## src/pkg/serial_status_defines.vh

```
// Offsets, field positions, reset values and timing counts of the
// serial status and bit-rate block. Definitions only; no logic.
`ifndef SERIAL_STATUS_DEFINES_VH
`define SERIAL_STATUS_DEFINES_VH

// Byte offsets on the register bus
`define OFS_STATUS    5'h00
`define OFS_DIVISOR   5'h04
`define OFS_MODE      5'h08
`define OFS_CTRL      5'h0c
`define OFS_TXDATA    5'h10
`define OFS_RXDATA    5'h14

// Status register fields
`define ST_TX_EMPTY   7
`define ST_RX_FULL    6
`define ST_PAR_ERR    3
`define ST_TX_END     2
`define ST_RX_MP      1
`define ST_TX_MP      0

// Mode register fields
`define MD_SYNC       7
`define MD_SEVEN      6
`define MD_PAR_EN     5
`define MD_PAR_ODD    4
`define MD_TWO_STOP   3
`define MD_MP_EN      2
`define MD_CKS_HI     1
`define MD_CKS_LO     0

// Control register fields
`define CT_TX_EN      5
`define CT_RX_EN      4

// Reset values
`define RST_STATUS    8'h84
`define RST_DIVISOR   8'hff
`define RST_MODE      8'h00
`define RST_CTRL      8'h00

// Generator ticks per bit
`define ASYNC_TICKS   7'h40
`define SYNC_TICKS    7'h08

// Transmit buffer shape
`define TXQ_WIDTH     8
`define TXQ_DEPTH     32
`define TXQ_AW        5

`endif
```

## src/core/serial_fifo.v

```verilog
// Synchronous FIFO with valid/ready on both sides.
// Assumes one clock; DEPTH is a power of two equal to 2**AW.
`timescale 1ns/1ps
module serial_fifo #(
  parameter WIDTH = 8,
  parameter DEPTH = 32,
  parameter AW    = 5
) (
  input  wire             sys_clk,
  input  wire             rst,
  input  wire             flush,
  input  wire             in_valid,
  output wire             in_ready,
  input  wire [WIDTH-1:0] in_data,
  output wire             out_valid,
  input  wire             out_ready,
  output wire [WIDTH-1:0] out_data
);
  localparam [AW:0] FULL = DEPTH;

  reg [WIDTH-1:0] mem [0:DEPTH-1];
  reg [AW-1:0]    wr_ptr_r;
  reg [AW-1:0]    rd_ptr_r;
  reg [AW:0]      count_r;
  wire            push;
  wire            pop;

  assign in_ready  = (count_r != FULL);
  assign out_valid = (count_r != {(AW+1){1'b0}});
  assign out_data  = mem[rd_ptr_r];
  assign push      = in_valid & in_ready;
  assign pop       = out_valid & out_ready;

  always @(posedge sys_clk) begin
    if (push) begin
      mem[wr_ptr_r] <= in_data;
    end
  end

  always @(posedge sys_clk or posedge rst) begin
    if (rst) begin
      wr_ptr_r <= {AW{1'b0}};
      rd_ptr_r <= {AW{1'b0}};
      count_r  <= {(AW+1){1'b0}};
    end else if (flush) begin
      wr_ptr_r <= {AW{1'b0}};
      rd_ptr_r <= {AW{1'b0}};
      count_r  <= {(AW+1){1'b0}};
    end else begin
      if (push) begin
        wr_ptr_r <= wr_ptr_r + 1'b1;
      end
      if (pop) begin
        rd_ptr_r <= rd_ptr_r + 1'b1;
      end
      if (push & ~pop) begin
        count_r <= count_r + 1'b1;
      end else if (pop & ~push) begin
        count_r <= count_r - 1'b1;
      end
    end
  end
endmodule

```

## src/core/serial_status_bitrate.v

```verilog
// Serial port status flags, bit-rate generator, transmit and receive
// engines, behind an Avalon-MM slave with waitrequest.
// Assumes rxd synchronous to sys_clk; standby held high in low power.
//
// Summary of operation
// - Parity mismatch on received character sets error
// - Error clears by zero write after read
// - Receive disable leaves parity error untouched
// - Parity error loads buffer, full flag unchanged
// - Error halts reception; sync also halts transmit
// - Transmit end is read only, resets one
// - Empty clear or data write clears end
// - Set end on disable or last bit
// - Capture received multiprocessor bit, read only
// - Receive disable keeps received multiprocessor bit
// - Append transmit multiprocessor bit when enabled
// - Bit rate from divisor and prescaled clock
// - Divisor readable and writable at any time
// - Divisor resets to ff, also standby
// - Async bit: 64 times prescale times N+1
// - Sync bit: 8 times prescale times N+1
// - Clock select picks divide 1,4,16,64
`timescale 1ns/1ps
`include "serial_status_defines.vh"
module serial_status_bitrate (
  input  wire        sys_clk,
  input  wire        rst,
  input  wire        standby,
  input  wire [4:0]  address,
  input  wire        read,
  input  wire        write,
  input  wire [3:0]  byteenable,
  input  wire [31:0] writedata,
  output wire [31:0] readdata,
  output wire        waitrequest,
  input  wire        rxd,
  output wire        txd,
  output wire        sck,
  output wire        sck_oe
);
  function sel;
    input [4:0] a;
    input [4:0] ofs;
    begin
      sel = (a == ofs);
    end
  endfunction

  function [5:0] pre_mask;
    input [1:0] cks;
    begin
      case (cks)
        2'b00:   pre_mask = 6'h00;
        2'b01:   pre_mask = 6'h03;
        2'b10:   pre_mask = 6'h0f;
        default: pre_mask = 6'h3f;
      endcase
    end
  endfunction

  reg  [7:0]  divisor_r;
  reg  [7:0]  mode_r;
  reg  [7:0]  ctrl_r;
  reg         tx_mp_r;
  reg         transmit_empty_flag_r;
  reg         receive_full_flag_r;
  reg         per_r;
  reg         transmit_end_flag_r;
  reg         rx_multiproc_bit_r;
  reg         seen_transmit_empty_flag_r;
  reg         seen_receive_full_flag_r;
  reg         seen_per_r;
  reg  [7:0]  rx_buf_r;
  reg         ack_r;
  reg  [31:0] readdata_r;
  reg  [5:0]  pre_cnt_r;
  reg  [7:0]  div_cnt_r;
  reg         tx_busy_r;
  reg  [11:0] tx_sh_r;
  reg  [3:0]  tx_left_r;
  reg  [6:0]  tx_tcnt_r;
  reg         txd_r;
  reg         sck_r;
  reg         rx_busy_r;
  reg  [6:0]  rx_tcnt_r;
  reg  [3:0]  rx_idx_r;
  reg  [11:0] rx_bits_r;
  reg         rxd_d_r;
  reg  [31:0] rdata_nxt;
  reg  [11:0] frame;
  reg  [3:0]  flen;
  reg         tx_x;
  reg  [7:0]  rx_word;
  reg         rx_x;

  wire        te       = ctrl_r[`CT_TX_EN];
  wire        re       = ctrl_r[`CT_RX_EN];
  wire        sync_m   = mode_r[`MD_SYNC];
  wire        seven    = mode_r[`MD_SEVEN];
  wire        par_en   = mode_r[`MD_PAR_EN];
  wire        par_odd  = mode_r[`MD_PAR_ODD];
  wire        mp_en    = mode_r[`MD_MP_EN];
  wire        has_x    = mp_en | par_en;
  wire [3:0]  ndat     = seven ? 4'h7 : 4'h8;
  wire [7:0]  status   = {transmit_empty_flag_r, receive_full_flag_r, 2'b00, per_r, transmit_end_flag_r,
                          rx_multiproc_bit_r, tx_mp_r};
  wire        q_in_ready;
  wire        q_out_valid;
  wire        q_out_ready;
  wire [7:0]  q_out_data;

  ////////////////////////////////////////////////////////////////////
  // Bus slave: one wait cycle, longer while the transmit queue is full

  wire req      = read | write;
  wire txd_hit  = sel(address, `OFS_TXDATA);
  wire q_push   = write & ack_r & byteenable[0] & txd_hit;
  wire blocked  = q_push & ~q_in_ready;
  wire go       = req & ack_r & ~blocked;
  wire wr       = write & go & byteenable[0];
  wire rd       = read & go;
  wire wr_st    = wr & sel(address, `OFS_STATUS);
  wire rd_st    = rd & sel(address, `OFS_STATUS);
  wire rd_rx    = rd & sel(address, `OFS_RXDATA);

  assign waitrequest = req & ~go;
  assign readdata    = readdata_r;

  always @* begin
    rdata_nxt = 32'h0000_0000;
    case (address)
      `OFS_STATUS:  rdata_nxt[7:0] = status;
      `OFS_DIVISOR: rdata_nxt[7:0] = divisor_r;
      `OFS_MODE:    rdata_nxt[7:0] = mode_r;
      `OFS_CTRL:    rdata_nxt[7:0] = ctrl_r;
      `OFS_RXDATA:  rdata_nxt[7:0] = rx_buf_r;
      default:      rdata_nxt = 32'h0000_0000;
    endcase
  end

  always @(posedge sys_clk or posedge rst) begin
    if (rst) begin
      ack_r      <= 1'b0;
      readdata_r <= 32'h0000_0000;
    end else begin
      ack_r <= req & ~go;
      if (req & ~ack_r) begin
        readdata_r <= rdata_nxt;
      end
    end
  end

  ////////////////////////////////////////////////////////////////////
  // Bit-rate generator

  wire [5:0] pmask    = pre_mask(mode_r[`MD_CKS_HI:`MD_CKS_LO]);
  wire       pre_tick = ((pre_cnt_r & pmask) == pmask);
  wire       brg_tick = pre_tick & (div_cnt_r == 8'h00);
  wire [6:0] bit_ticks = sync_m ? `SYNC_TICKS : `ASYNC_TICKS;
  wire [6:0] last_tick = bit_ticks - 7'h01;
  wire [6:0] half_tick = {1'b0, bit_ticks[6:1]};
  wire       tx_load   = q_out_valid & q_out_ready;

  always @(posedge sys_clk or posedge rst) begin
    if (rst) begin
      pre_cnt_r <= 6'h00;
      div_cnt_r <= 8'h00;
    end else if (tx_load) begin
      // Restart on load so the first bit of a frame is full length
      pre_cnt_r <= 6'h00;
      div_cnt_r <= divisor_r;
    end else begin
      pre_cnt_r <= pre_cnt_r + 6'h01;
      if (pre_tick) begin
        div_cnt_r <= (div_cnt_r == 8'h00) ? divisor_r
                                          : div_cnt_r - 8'h01;
      end
    end
  end

  ////////////////////////////////////////////////////////////////////
  // Transmit queue and shifter

  serial_fifo #(
    .WIDTH (`TXQ_WIDTH),
    .DEPTH (`TXQ_DEPTH),
    .AW    (`TXQ_AW)
  ) u_txq (
    .sys_clk   (sys_clk),
    .rst       (rst),
    .flush     (standby),
    .in_valid  (q_push),
    .in_ready  (q_in_ready),
    .in_data   (writedata[7:0]),
    .out_valid (q_out_valid),
    .out_ready (q_out_ready),
    .out_data  (q_out_data)
  );

  assign q_out_ready = te & ~tx_busy_r & ~(sync_m & per_r);
  wire tx_done = tx_busy_r & brg_tick & (tx_tcnt_r == last_tick) &
                 (tx_left_r == 4'h1);

  always @* begin
    tx_x = mp_en ? tx_mp_r
                 : par_odd ^ (^(q_out_data & {~seven, 7'h7f}));
    if (sync_m) begin
      frame = {4'hf, q_out_data};
      flen  = 4'h8;
    end else begin
      if (seven) begin
        frame = {3'h7, has_x ? tx_x : 1'b1, q_out_data[6:0], 1'b0};
      end else begin
        frame = {2'h3, has_x ? tx_x : 1'b1, q_out_data, 1'b0};
      end
      flen = 4'h2 + ndat + {3'b000, has_x} +
             {3'b000, mode_r[`MD_TWO_STOP]};
    end
  end

  always @(posedge sys_clk or posedge rst) begin
    if (rst) begin
      tx_busy_r <= 1'b0;
      tx_sh_r   <= 12'hfff;
      tx_left_r <= 4'h0;
      tx_tcnt_r <= 7'h00;
      txd_r     <= 1'b1;
      sck_r     <= 1'b1;
    end else if (~te) begin
      tx_busy_r <= 1'b0;
      tx_tcnt_r <= 7'h00;
      txd_r     <= 1'b1;
      sck_r     <= 1'b1;
    end else begin
      txd_r <= tx_busy_r ? tx_sh_r[0] : 1'b1;
      sck_r <= ~(tx_busy_r & sync_m & (tx_tcnt_r < half_tick));
      if (tx_load) begin
        tx_busy_r <= 1'b1;
        tx_sh_r   <= frame;
        tx_left_r <= flen;
        tx_tcnt_r <= 7'h00;
      end else if (tx_busy_r & brg_tick) begin
        if (tx_tcnt_r == last_tick) begin
          tx_tcnt_r <= 7'h00;
          tx_sh_r   <= {1'b1, tx_sh_r[11:1]};
          tx_left_r <= tx_left_r - 4'h1;
          if (tx_left_r == 4'h1) begin
            tx_busy_r <= 1'b0;
          end
        end else begin
          tx_tcnt_r <= tx_tcnt_r + 7'h01;
        end
      end
    end
  end

  assign txd    = txd_r;
  assign sck    = sck_r;
  assign sck_oe = sync_m;

  ////////////////////////////////////////////////////////////////////
  // Receiver: async samples mid-bit, sync samples on the clock rise

  wire [3:0] rx_last  = ndat + {3'b000, has_x} + 4'h1;
  wire       rx_samp  = rx_busy_r & brg_tick & (rx_tcnt_r == last_tick);
  wire       rx_start = re & ~sync_m & ~per_r & ~rx_busy_r &
                        rxd_d_r & ~rxd;
  wire       a_fin    = rx_samp & (rx_idx_r == rx_last);
  wire       s_samp   = sync_m & re & ~per_r & tx_busy_r & brg_tick &
                        (tx_tcnt_r == half_tick - 7'h01);
  wire       s_fin    = s_samp & (rx_idx_r == 4'h7);
  wire       rx_fin   = a_fin | s_fin;

  always @* begin
    if (sync_m) begin
      rx_word = {rxd, rx_bits_r[7:1]};
      rx_x    = 1'b0;
    end else if (seven) begin
      rx_word = {1'b0, rx_bits_r[7:1]};
      rx_x    = rx_bits_r[8];
    end else begin
      rx_word = rx_bits_r[8:1];
      rx_x    = rx_bits_r[9];
    end
  end

  wire par_bad = a_fin & par_en & ~mp_en &
                 ((^rx_word ^ rx_x) != par_odd);

  always @(posedge sys_clk or posedge rst) begin
    if (rst) begin
      rx_busy_r <= 1'b0;
      rx_tcnt_r <= 7'h00;
      rx_idx_r  <= 4'h0;
      rx_bits_r <= 12'h000;
      rxd_d_r   <= 1'b1;
    end else begin
      rxd_d_r <= rxd;
      if (~re | sync_m) begin
        rx_busy_r <= 1'b0;
        if (tx_load | ~re) begin
          rx_idx_r <= 4'h0;
        end else if (s_samp) begin
          rx_bits_r[rx_idx_r + 4'h1] <= rxd;
          rx_idx_r <= rx_idx_r + 4'h1;
        end
      end else if (rx_start) begin
        rx_busy_r <= 1'b1;
        rx_tcnt_r <= half_tick;
        rx_idx_r  <= 4'h0;
      end else if (rx_busy_r & brg_tick) begin
        if (rx_samp) begin
          rx_tcnt_r <= 7'h00;
          rx_bits_r[rx_idx_r] <= rxd;
          rx_idx_r  <= rx_idx_r + 4'h1;
          if (((rx_idx_r == 4'h0) & rxd) | a_fin) begin
            rx_busy_r <= 1'b0;
          end
        end else begin
          rx_tcnt_r <= rx_tcnt_r + 7'h01;
        end
      end
    end
  end

  ////////////////////////////////////////////////////////////////////
  // Registers and status flags; hardware set wins over software clear

  wire clr_transmit_empty_flag = wr_st & ~writedata[`ST_TX_EMPTY] & seen_transmit_empty_flag_r;
  wire clr_receive_full_flag = wr_st & ~writedata[`ST_RX_FULL] & seen_receive_full_flag_r;
  wire clr_per  = wr_st & ~writedata[`ST_PAR_ERR] & seen_per_r;
  wire tdb_wr   = wr & txd_hit;
  wire set_transmit_empty_flag = ~te | tx_load;
  wire set_receive_full_flag = rx_fin & ~par_bad & ~receive_full_flag_r;
  wire set_transmit_end_flag = ~te | (tx_done & transmit_empty_flag_r);

  always @(posedge sys_clk or posedge rst) begin
    if (rst) begin
      divisor_r   <= `RST_DIVISOR;
      mode_r      <= `RST_MODE;
      ctrl_r      <= `RST_CTRL;
      tx_mp_r     <= 1'b0;
      transmit_empty_flag_r      <= 1'b1;
      receive_full_flag_r      <= 1'b0;
      per_r       <= 1'b0;
      transmit_end_flag_r      <= 1'b1;
      rx_multiproc_bit_r      <= 1'b0;
      seen_transmit_empty_flag_r <= 1'b0;
      seen_receive_full_flag_r <= 1'b0;
      seen_per_r  <= 1'b0;
      rx_buf_r    <= 8'h00;
    end else if (standby) begin
      divisor_r   <= `RST_DIVISOR;
      mode_r      <= `RST_MODE;
      ctrl_r      <= `RST_CTRL;
      tx_mp_r     <= 1'b0;
      transmit_empty_flag_r      <= 1'b1;
      receive_full_flag_r      <= 1'b0;
      per_r       <= 1'b0;
      transmit_end_flag_r      <= 1'b1;
      rx_multiproc_bit_r      <= 1'b0;
      seen_transmit_empty_flag_r <= 1'b0;
      seen_receive_full_flag_r <= 1'b0;
      seen_per_r  <= 1'b0;
    end else begin
      if (wr & sel(address, `OFS_DIVISOR)) begin
        divisor_r <= writedata[7:0];
      end
      if (wr & sel(address, `OFS_MODE)) begin
        mode_r <= writedata[7:0];
      end
      if (wr & sel(address, `OFS_CTRL)) begin
        ctrl_r <= writedata[7:0] & 8'h30;
      end
      if (wr_st) begin
        tx_mp_r <= writedata[`ST_TX_MP];
      end
      // Flags: set has priority; writing one never sets
      transmit_empty_flag_r <= set_transmit_empty_flag | (transmit_empty_flag_r & ~clr_transmit_empty_flag & ~tdb_wr);
      receive_full_flag_r <= set_receive_full_flag | (receive_full_flag_r & ~clr_receive_full_flag & ~rd_rx);
      per_r  <= par_bad | (per_r & ~clr_per);
      transmit_end_flag_r <= set_transmit_end_flag | (transmit_end_flag_r & ~clr_transmit_empty_flag & ~tdb_wr);
      seen_transmit_empty_flag_r <= (seen_transmit_empty_flag_r & ~clr_transmit_empty_flag & ~tdb_wr) |
                     (rd_st & readdata_r[`ST_TX_EMPTY]);
      seen_receive_full_flag_r <= (seen_receive_full_flag_r & ~clr_receive_full_flag & ~rd_rx) |
                     (rd_st & readdata_r[`ST_RX_FULL]);
      seen_per_r  <= (seen_per_r & ~clr_per) |
                     (rd_st & readdata_r[`ST_PAR_ERR]);
      if (par_bad | set_receive_full_flag) begin
        rx_buf_r <= rx_word;
      end
      if (a_fin & mp_en) begin
        rx_multiproc_bit_r <= rx_x;
      end
    end
  end
endmodule

```

## config.mk

```make
export PLATFORM = sky130hd
export DESIGN_NAME = serial_status_bitrate
export DESIGN_NICKNAME = d
export VERILOG_FILES = /design/src/core/serial_fifo.v /design/src/core/serial_status_bitrate.v
export VERILOG_INCLUDE_DIRS = /design/src /design/src/pkg
export SDC_FILE = /design/constraint.sdc
export NUM_CORES = 1
export LEC_CHECK = 0
export ABC_AREA = 0
export BUFFER_PORTS_ARGS = -buffer_cell sky130_fd_sc_hd__buf_2
export CAP_MARGIN = 20
export CORE_MARGIN = 10
export CORE_UTILIZATION = 56
export DETAILED_ROUTE_END_ITERATION = 12
export PLACE_DENSITY = 0.87
export SETUP_SLACK_MARGIN = 0.15
export SYNTH_ARGS = -nofsm -noshare
export SYNTH_HDL_FRONTEND = slang
export SYNTH_HIERARCHICAL = 1
export SYNTH_SLANG_ARGS = --single-unit
```

## constraint.sdc

```tcl
create_clock -name sys_clk -period 3.2 [get_ports sys_clk]
set_clock_uncertainty 0.2 [all_clocks]
set_input_delay 0.64 -clock sys_clk [delete_from_list [all_inputs] [get_ports sys_clk]]
set_output_delay 0.64 -clock sys_clk [all_outputs]
set_load 0.02 [all_outputs]
```

Word level (Yosys, flattened, before mapping)
Memory sizes are Yosys's and may differ from the RTL's.
Index checks and enable logic that the tools add are counted.

storage, ports and cells
  flip-flop bits (word level) = 131
  bits in latches = 0
  RAM bits = 256
  ROM bits = 0
  bits of input ports = 47
  output and inout port bits = 36
  word-level logic and storage cells = 320
  memories kept = 1

operators by class
  $add $sub $neg = 17
  $mul = 0
  div/mod/pow operators = 0
  order comparisons = 5
  equal/unequal tests = 23
  shift operators = 0
  mux-type cells = 87
  bitwise logic cells = 123
  reductions and logical operators = 33

memory list
  name       words  width  rd ports  clocked after memory_dff  write ports  line              text
  u_txq.mem  32     8      1         0                         1            serial_fifo.v:21  reg [WIDTH-1:0] mem [0:DEPTH-1];

operator list
  operator                                                         count
  12-bit 2-to-1 mux                                                9
  8-bit 2-to-1 mux                                                 11
  1-bit AND                                                        74
  7-bit 2-to-1 mux                                                 8
  4-bit 2-to-1 mux                                                 11
  8-bit one-hot mux with 5 select lines                            1
  1-bit 2-to-1 mux                                                 32
  1-bit NOT                                                        29
  2-bit nonzero test                                               13
  12-bit bitwise mux                                               2
  6-bit 2-to-1 mux                                                 4
  7-bit == test                                                    3
  10-bit 2-to-1 mux                                                2
  5-bit 2-to-1 mux                                                 4
  6-bit one-hot mux with 3 select lines                            1
  1-bit bitwise OR                                                 16
  8-bit XOR reduction                                              2
  7-bit by 1-bit adder with 7-bit output, second input constant    2
  4-bit by 1-bit adder with 4-bit output                           3
  6-bit by 1-bit adder with 6-bit output, second input constant    2
  3-bit AND reduction                                              4
  3-bit nonzero test                                               4
  5-bit by 1-bit adder with 5-bit output, second input constant    2
  5-bit by 4-bit == test with 1-bit output, second input constant  2
  other kinds (36)                                                 47

Depth between registers and ports, before layout
  depth in word-level cells = 16
  gate-level depth with buffers = 14
  gate-level depth less buffers = 11

Hierarchy
The synthesis kept the hierarchy.

modules (own cells, without submodules)
  module                 instances  cells each  area each (um2)
  serial_fifo            1          615         10996.8
  serial_status_bitrate  1          664         6257.3

Worst setup path after synthesis
OpenSTA, ideal clock, no wires.

  path kind = input to register
  start = input port address[1]
  end = register u_txq.count_r[5]
  arrival time = 3.607 ns
  required time = 2.875 ns
  path slack = -0.732 ns
  stages on the path = 12
  buffers on the path = 1
  cell sequence = or4b_2 -> nor3b_1 -> o31a_1 -> buf_6 -> nor2b_4 -> inv_1 -> ha_1 -> a211oi_1 -> o21bai_1 -> a21oi_1 -> mux2i_1 -> mux2_2

between the ends
  longest elaborated chain between the ends = 6
  elaborated cells between the ends (all ways) = 9

ends and longest elaborated chain
  element                                                        line                                text
  from (decl)                                                    serial_status_bitrate.v:29          input wire [4:0] address,
  5-bit == test *                                                serial_status_bitrate.v:45          sel = (a == ofs);
  1-bit AND *                                                    serial_status_bitrate.v:117         wire q_push = write & ack_r & byteenable[0] & txd_hit;
  net q_push                                                     serial_status_bitrate.v:117
  1-bit AND *                                                    serial_fifo.v:31                    assign push = in_valid & in_ready;
  1-bit AND / 1-bit NOT (equally long branches)                  serial_fifo.v:56, serial_fifo.v:58
  6-bit 2-to-1 mux / 1-bit AND (equally long branches)           serial_fifo.v:56, serial_fifo.v:58
  6-bit 2-to-1 mux / 3-bit nonzero test (equally long branches)  --
  to (signal assigned)                                           serial_fifo.v:44                    count_r <= {(AW+1){1'b0}};
  to (signal assigned)                                           serial_fifo.v:48                    count_r <= {(AW+1){1'b0}};
  to (signal assigned)                                           serial_fifo.v:57                    count_r <= count_r + 1'b1;
  to (decl)                                                      serial_fifo.v:24                    reg [AW:0] count_r;

The timed path passes the listed nets; every way through them passes the cells marked *.
A chain may end at the register's enable or synchronous reset.

Final worst setup path
  start = register u_txq.rd_ptr_r[0]
  end = register tx_sh_r[8]

between the ends
  longest elaborated chain between the ends = 9

ends and longest elaborated chain
  element                 line                         text
  from (decl)             serial_fifo.v:23             reg [AW-1:0] rd_ptr_r;
  from (signal assigned)  serial_fifo.v:43             rd_ptr_r <= {AW{1'b0}};
  from (signal assigned)  serial_fifo.v:47             rd_ptr_r <= {AW{1'b0}};
  from (signal assigned)  serial_fifo.v:54             rd_ptr_r <= rd_ptr_r + 1'b1;
  memory 32 x 8 bit       --
  net q_out_data[2]       serial_status_bitrate.v:110  wire [7:0] q_out_data;
  8-bit AND               serial_status_bitrate.v:206  : par_odd ^ (^(q_out_data & {~seven, 7'h7f}));
  8-bit XOR reduction     serial_status_bitrate.v:206
  1-bit XOR               serial_status_bitrate.v:206
  1-bit 2-to-1 mux        serial_status_bitrate.v:205  tx_x = mp_en ? tx_mp_r
  1-bit 2-to-1 mux        serial_status_bitrate.v:212  frame = {3'h7, has_x ? tx_x : 1'b1, q_out_data[6:0], 1'b0};
  10-bit 2-to-1 mux       serial_status_bitrate.v:211  if (seven) begin
  10-bit 2-to-1 mux       serial_status_bitrate.v:207  if (sync_m) begin
  12-bit 2-to-1 mux       serial_status_bitrate.v:237  if (tx_load) begin
  to (signal assigned)    serial_status_bitrate.v:239  tx_sh_r <= frame;
  to (signal assigned)    serial_status_bitrate.v:245  tx_sh_r <= {1'b1, tx_sh_r[11:1]};
  to (decl)               serial_status_bitrate.v:79   reg [11:0] tx_sh_r;

The timed path passes the listed nets, and every way through them passes these cells.

==> impl_results.md <==
- Run status: finished, violations left
- Violations in the final reports: setup timing
- Final Hold Fails: 0
- Number of buffers added by the clock tree synthesis step: 39
- Final routed wirelength across all metal layers: 41,910 um
- Count of flip-flops with a built-in enable after synthesis: 256
- Syn Inst Count: 1,279
- Max-slew headroom: 0.4503
- Via count of the first global-routing pass: roughly 12,000
- CTS tree: built
- Insertion delay of the later-clocked pin in the worst-skew pair: roughly 0.54 ns
- Internal reg-to-reg setup slack: -0.04 ns
- Number of antenna violations at the first check in global routing: 1
- Slew Limit Fails: 0
- Maximum level of the CTS H-tree: 2
- Starting DRC count in detailed routing: 1,261
- Clock transition at the registers of the reported paths: ~0.06 ns
- Maximum root-to-sink buffer count: 3
- Critical path destination: tx_sh_r[8]$_DFFE_PP1P_
- Area of the die: ~38,000 sq um
- Leak: 7.263 nW
- VDD IR-drop max: 0.5503 mV
- Synthesized flop and latch total: 376
- Detail-routed via count per cell: 6.298
- Cell with the largest stage delay on the worst path: sky130_fd_sc_hd__mux4_2
- WP data arrival: 3.50 ns
- Count of synthesis-stage warnings from yosys: 6
- Starting Density: 0.5655
- Overflow left after global routing: 0
- Pin count of the biggest net entering global routing: about 110
- Crit path capture type: flip-flop
- RR Startpoint: u_txq/rd_ptr_r[0]$_DFFE_PP0P_
- Top cells by instance count after synthesis: sky130_fd_sc_hd__edfxtp_1, sky130_fd_sc_hd__nor2_1, sky130_fd_sc_hd__mux2i_1
- Actual slew at the worst max-slew pin: 0.8245 ns
- Total Nets Final: 1,484
- Netlist Area Pre-Place: 17,250 sq um
- Post-place setup slack: -0.2883 ns
- Detail Placement HPWL: 26,300 um
- Count of input and output buffers: 31
- Final hold slack: 0.07457 ns
- Post-layout min period: between 3 and 4 ns
- Setup crit start: u_txq/rd_ptr_r[0]$_DFFE_PP0P_
- Number of iterations in the first detailed-routing pass: 6
- Wire length of the first global-routing pass: 65,490 um
- Worst path cell trace: bufbuf_16 -> mux4_2 -> mux2i_1 -> o221ai_2 -> xnor2_1 -> xnor2_1 -> xnor2_1 -> nand2_1 -> a31oi_1 -> o21ai_0
- Synth-to-Final Area Change: 15.74%
- Post-DRT Antenna Nets: 0
- Slack of the critical path: -0.03982 ns
- Horiz. Die Dim: 195.5 um
- Clk sink count: 376
- Critical path buffers and inverters: 1
- Leading post-synthesis cells by cell area: sky130_fd_sc_hd__edfxtp_1, sky130_fd_sc_hd__dfrtp_1, sky130_fd_sc_hd__mux2i_1, sky130_fd_sc_hd__mux4_2, sky130_fd_sc_hd__dfstp_2
- Vias post-DR: 11,560
- Clock tree root buffer cell: sky130_fd_sc_hd__clkbuf_16
- Routability-driven placement congestion ratio: 0.9025
- Number of cell rows: 64
- Dominant delay contributor by cell family on the critical path: multiplexers
- Share of post-route cells with drive strength above 1: 0.2384
- Biggest cell delay along the critical path: 0.55 ns
- Core region area: around 31,000 sq um
- DRC Markers: 0
- Synth Area per Inst: between 10 and 15 sq um
- Critical path's most frequent cell: sky130_fd_sc_hd__xnor2_1
- Async S/R FF share, synth: 0.3191
- GRT Resource Usage Total: 0.2131
- Kind of start point of the critical path: flip-flop
- Unrepaired setup endpoints after global routing: yes
- Fmax: between 300 and 400 MHz
- Cell Pwr Density: between 500 and 600 nW/um^2
- Post-synthesis cell type with the largest combined area: sky130_fd_sc_hd__edfxtp_1
- Type of the worst setup path: flip-flop to flip-flop
- Share of the clock period used by the worst path after layout: 1.012
- Worst min-delay path category: primary input to async pin
- Setup violation total in the final timing report: 1
- Number of diodes added for antenna fixing: 0
- Most used standard cell by instance count after synthesis: sky130_fd_sc_hd__edfxtp_1
- Post-synthesis sequential area ratio: 0.6212
- Worst EP required: 3.46 ns
- Wire length per cell: 22.84 um
- Chip height: roughly 200 um
- Dominant register cell in the synthesized netlist: sky130_fd_sc_hd__edfxtp_1
- Count of distinct cell types in the synthesized netlist: 87
- Number of max-cap violations: 0
- Fill cell count: just under 2,000
- Number of gates on the worst path with buffers counted: 10
- Proportion of netlist area held by the largest area contributor: 0.4455
- Endpoint of the most critical register-to-register path: tx_sh_r[8]$_DFFE_PP1P_
- Critical Path Fanout Max: 12
- I/O pin count: between 80 and 90
- Cell depth of the worst flop-to-flop path: 10
## logic make-up after synthesis
logic type / Yosys count / synth area share
adder cells (fa/ha/maj): 28 / 0.02117
other: 1 / 0.0002173
multiplexers: 145 / 0.1080
AND/OR/NAND/NOR: 342 / 0.1002
AO/OA/AOI/OAI: 224 / 0.09347
buffers and inverters: 125 / 0.03561
XOR/XNOR: 38 / 0.02009
flip-flops: 376 / 0.6212
## metal layers
layer / vias up / GRT usage / share of wire
met3: 130 / 0.03734 / 0.085
met5: - / 0 / 0
met2: 631 / 0.3642 / 0.51
li1: 5039 / - / -
met1: 5757 / 0.2663 / 0.37
met4: 0 / 0.07664 / 0.033
## worst min path at each step
stage / from / end / slack, ns / cells past startpoint
finish: rst / pre_cnt_r[0]$_DFF_PP0_ / 0.07 / 3
global route: rst / u_txq/wr_ptr_r[0]$_DFFE_PP0P_ / 0.11 / 2
CTS: rst / u_txq/rd_ptr_r[1]$_DFFE_PP0P_ / 0.07 / 2
detailed placement: tx_sh_r[2]$_DFFE_PP1P_ / tx_sh_r[2]$_DFFE_PP1P_ / 0.27 / 2
global placement: tx_sh_r[2]$_DFFE_PP1P_ / tx_sh_r[2]$_DFFE_PP1P_ / 0.27 / 2
floorplan: tx_sh_r[0]$_DFFE_PP1P_ / tx_sh_r[0]$_DFFE_PP1P_ / 0.25 / 2
## registers in the layout (all words and copies together), names as in the netlist, 5 cells and up
signal,flops
mode_r,8
readdata,8
pre_cnt_r,6
divisor_r,8
u_txq/count_r,6
u_txq/mem,256
div_cnt_r,8
u_txq/wr_ptr_r,5
tx_tcnt_r,7
rx_tcnt_r,7
rx_buf_r,8
u_txq/rd_ptr_r,5
tx_sh_r,10
rx_bits_r,9
## stage by stage
step | std cells | area, sq um | power (mW) | util | setup TNS (ns)
after floorplan | 1302 | 17400 | 5.734 | - | -0.3993
after global placement | 1752 | 18460 | 5.849 | 0.6050 | -0.3567
after detailed placement | 1752 | 18460 | 5.878 | 0.6050 | -0.5184
after CTS | 1834 | 19870 | 10.13 | 0.6511 | 0
after global routing | 1835 | 19970 | 10.40 | 0.6545 | -0.1567
final | 1835 | 19970 | 10.11 | 0.6545 | -0.03982
## power by group
| group | total (mW) | internal [mW] | leakage (nW) | switching [mW] |
|---|---|---|---|---|
| combinational | 0.420 | 0.143 | 2.90 | 0.277 |
| sequential | 5.38 | 5.29 | 3.79 | 0.0876 |
| clock | 4.31 | 2.39 | 0.573 | 1.92 |
| total | 10.1 | 7.82 | 7.26 | 2.28 |
## tightest hold or removal path: stages
cell and delay, ns:
sky130_fd_sc_hd__buf_2 0.12, sky130_fd_sc_hd__clkinvlp_4 0.07, sky130_fd_sc_hd__buf_12 0.42
## cell usage in the layout (no fill, tap or decap), types with 7 or more instances in the layout
cell / n
sky130_fd_sc_hd__edfxtp_1: 256
sky130_fd_sc_hd__nand4_1: 13
sky130_fd_sc_hd__o21ai_0: 36
sky130_fd_sc_hd__clkbuf_1: 9
sky130_fd_sc_hd__mux4_2: 32
sky130_fd_sc_hd__conb_1: 24
sky130_fd_sc_hd__nand3_1: 26
sky130_fd_sc_hd__and2_1: 8
sky130_fd_sc_hd__xor2_1: 12
sky130_fd_sc_hd__nand2_1: 84
sky130_fd_sc_hd__a22oi_1: 11
sky130_fd_sc_hd__or3_1: 8
sky130_fd_sc_hd__o221ai_2: 8
sky130_fd_sc_hd__clkinvlp_4: 8
sky130_fd_sc_hd__a31oi_1: 14
sky130_fd_sc_hd__dfstp_2: 23
sky130_fd_sc_hd__and3_1: 9
sky130_fd_sc_hd__inv_1: 40
sky130_fd_sc_hd__mux2i_2: 8
sky130_fd_sc_hd__nor3_1: 18
sky130_fd_sc_hd__a221o_1: 8
sky130_fd_sc_hd__buf_2: 30
sky130_fd_sc_hd__o22ai_1: 10
sky130_fd_sc_hd__ha_1: 24
sky130_fd_sc_hd__nand2b_1: 7
sky130_fd_sc_hd__mux2_2: 9
sky130_fd_sc_hd__xnor2_1: 25
sky130_fd_sc_hd__nor2_1: 107
sky130_fd_sc_hd__dfrtp_1: 95
sky130_fd_sc_hd__buf_4: 108
sky130_fd_sc_hd__a22o_1: 42
sky130_fd_sc_hd__a21oi_1: 43
sky130_fd_sc_hd__clkbuf_16: 39
sky130_fd_sc_hd__mux2i_1: 96
## repair_timing
item / CTS / global route
pin swaps: 4 / 7
endpoints found under the setup margin: 4 / 11
buffers inserted: 9 / 1
gates cloned: 2 / 0
resized for setup: 12 / 20
hold buffers: 0 / 0
## final cells by class
| type | instances | area (sq um) | share of cell area |
|---|---|---|---|
| Clock buffer | 49 | 1023 | 0.05125 |
| Clock inverter | 22 | 196.4 | 0.009837 |
| Inverter | 42 | 163.9 | 0.008208 |
| Multi-Input combinational cell | 801 | 6183 | 0.3096 |
| Sequential cell | 376 | 10730 | 0.5372 |
| Tap cell | 396 | 495.5 | 0.02481 |
| Timing Repair Buffer | 149 | 1180 | 0.05908 |
Note: power is estimated with default switching activity, not from simulation.
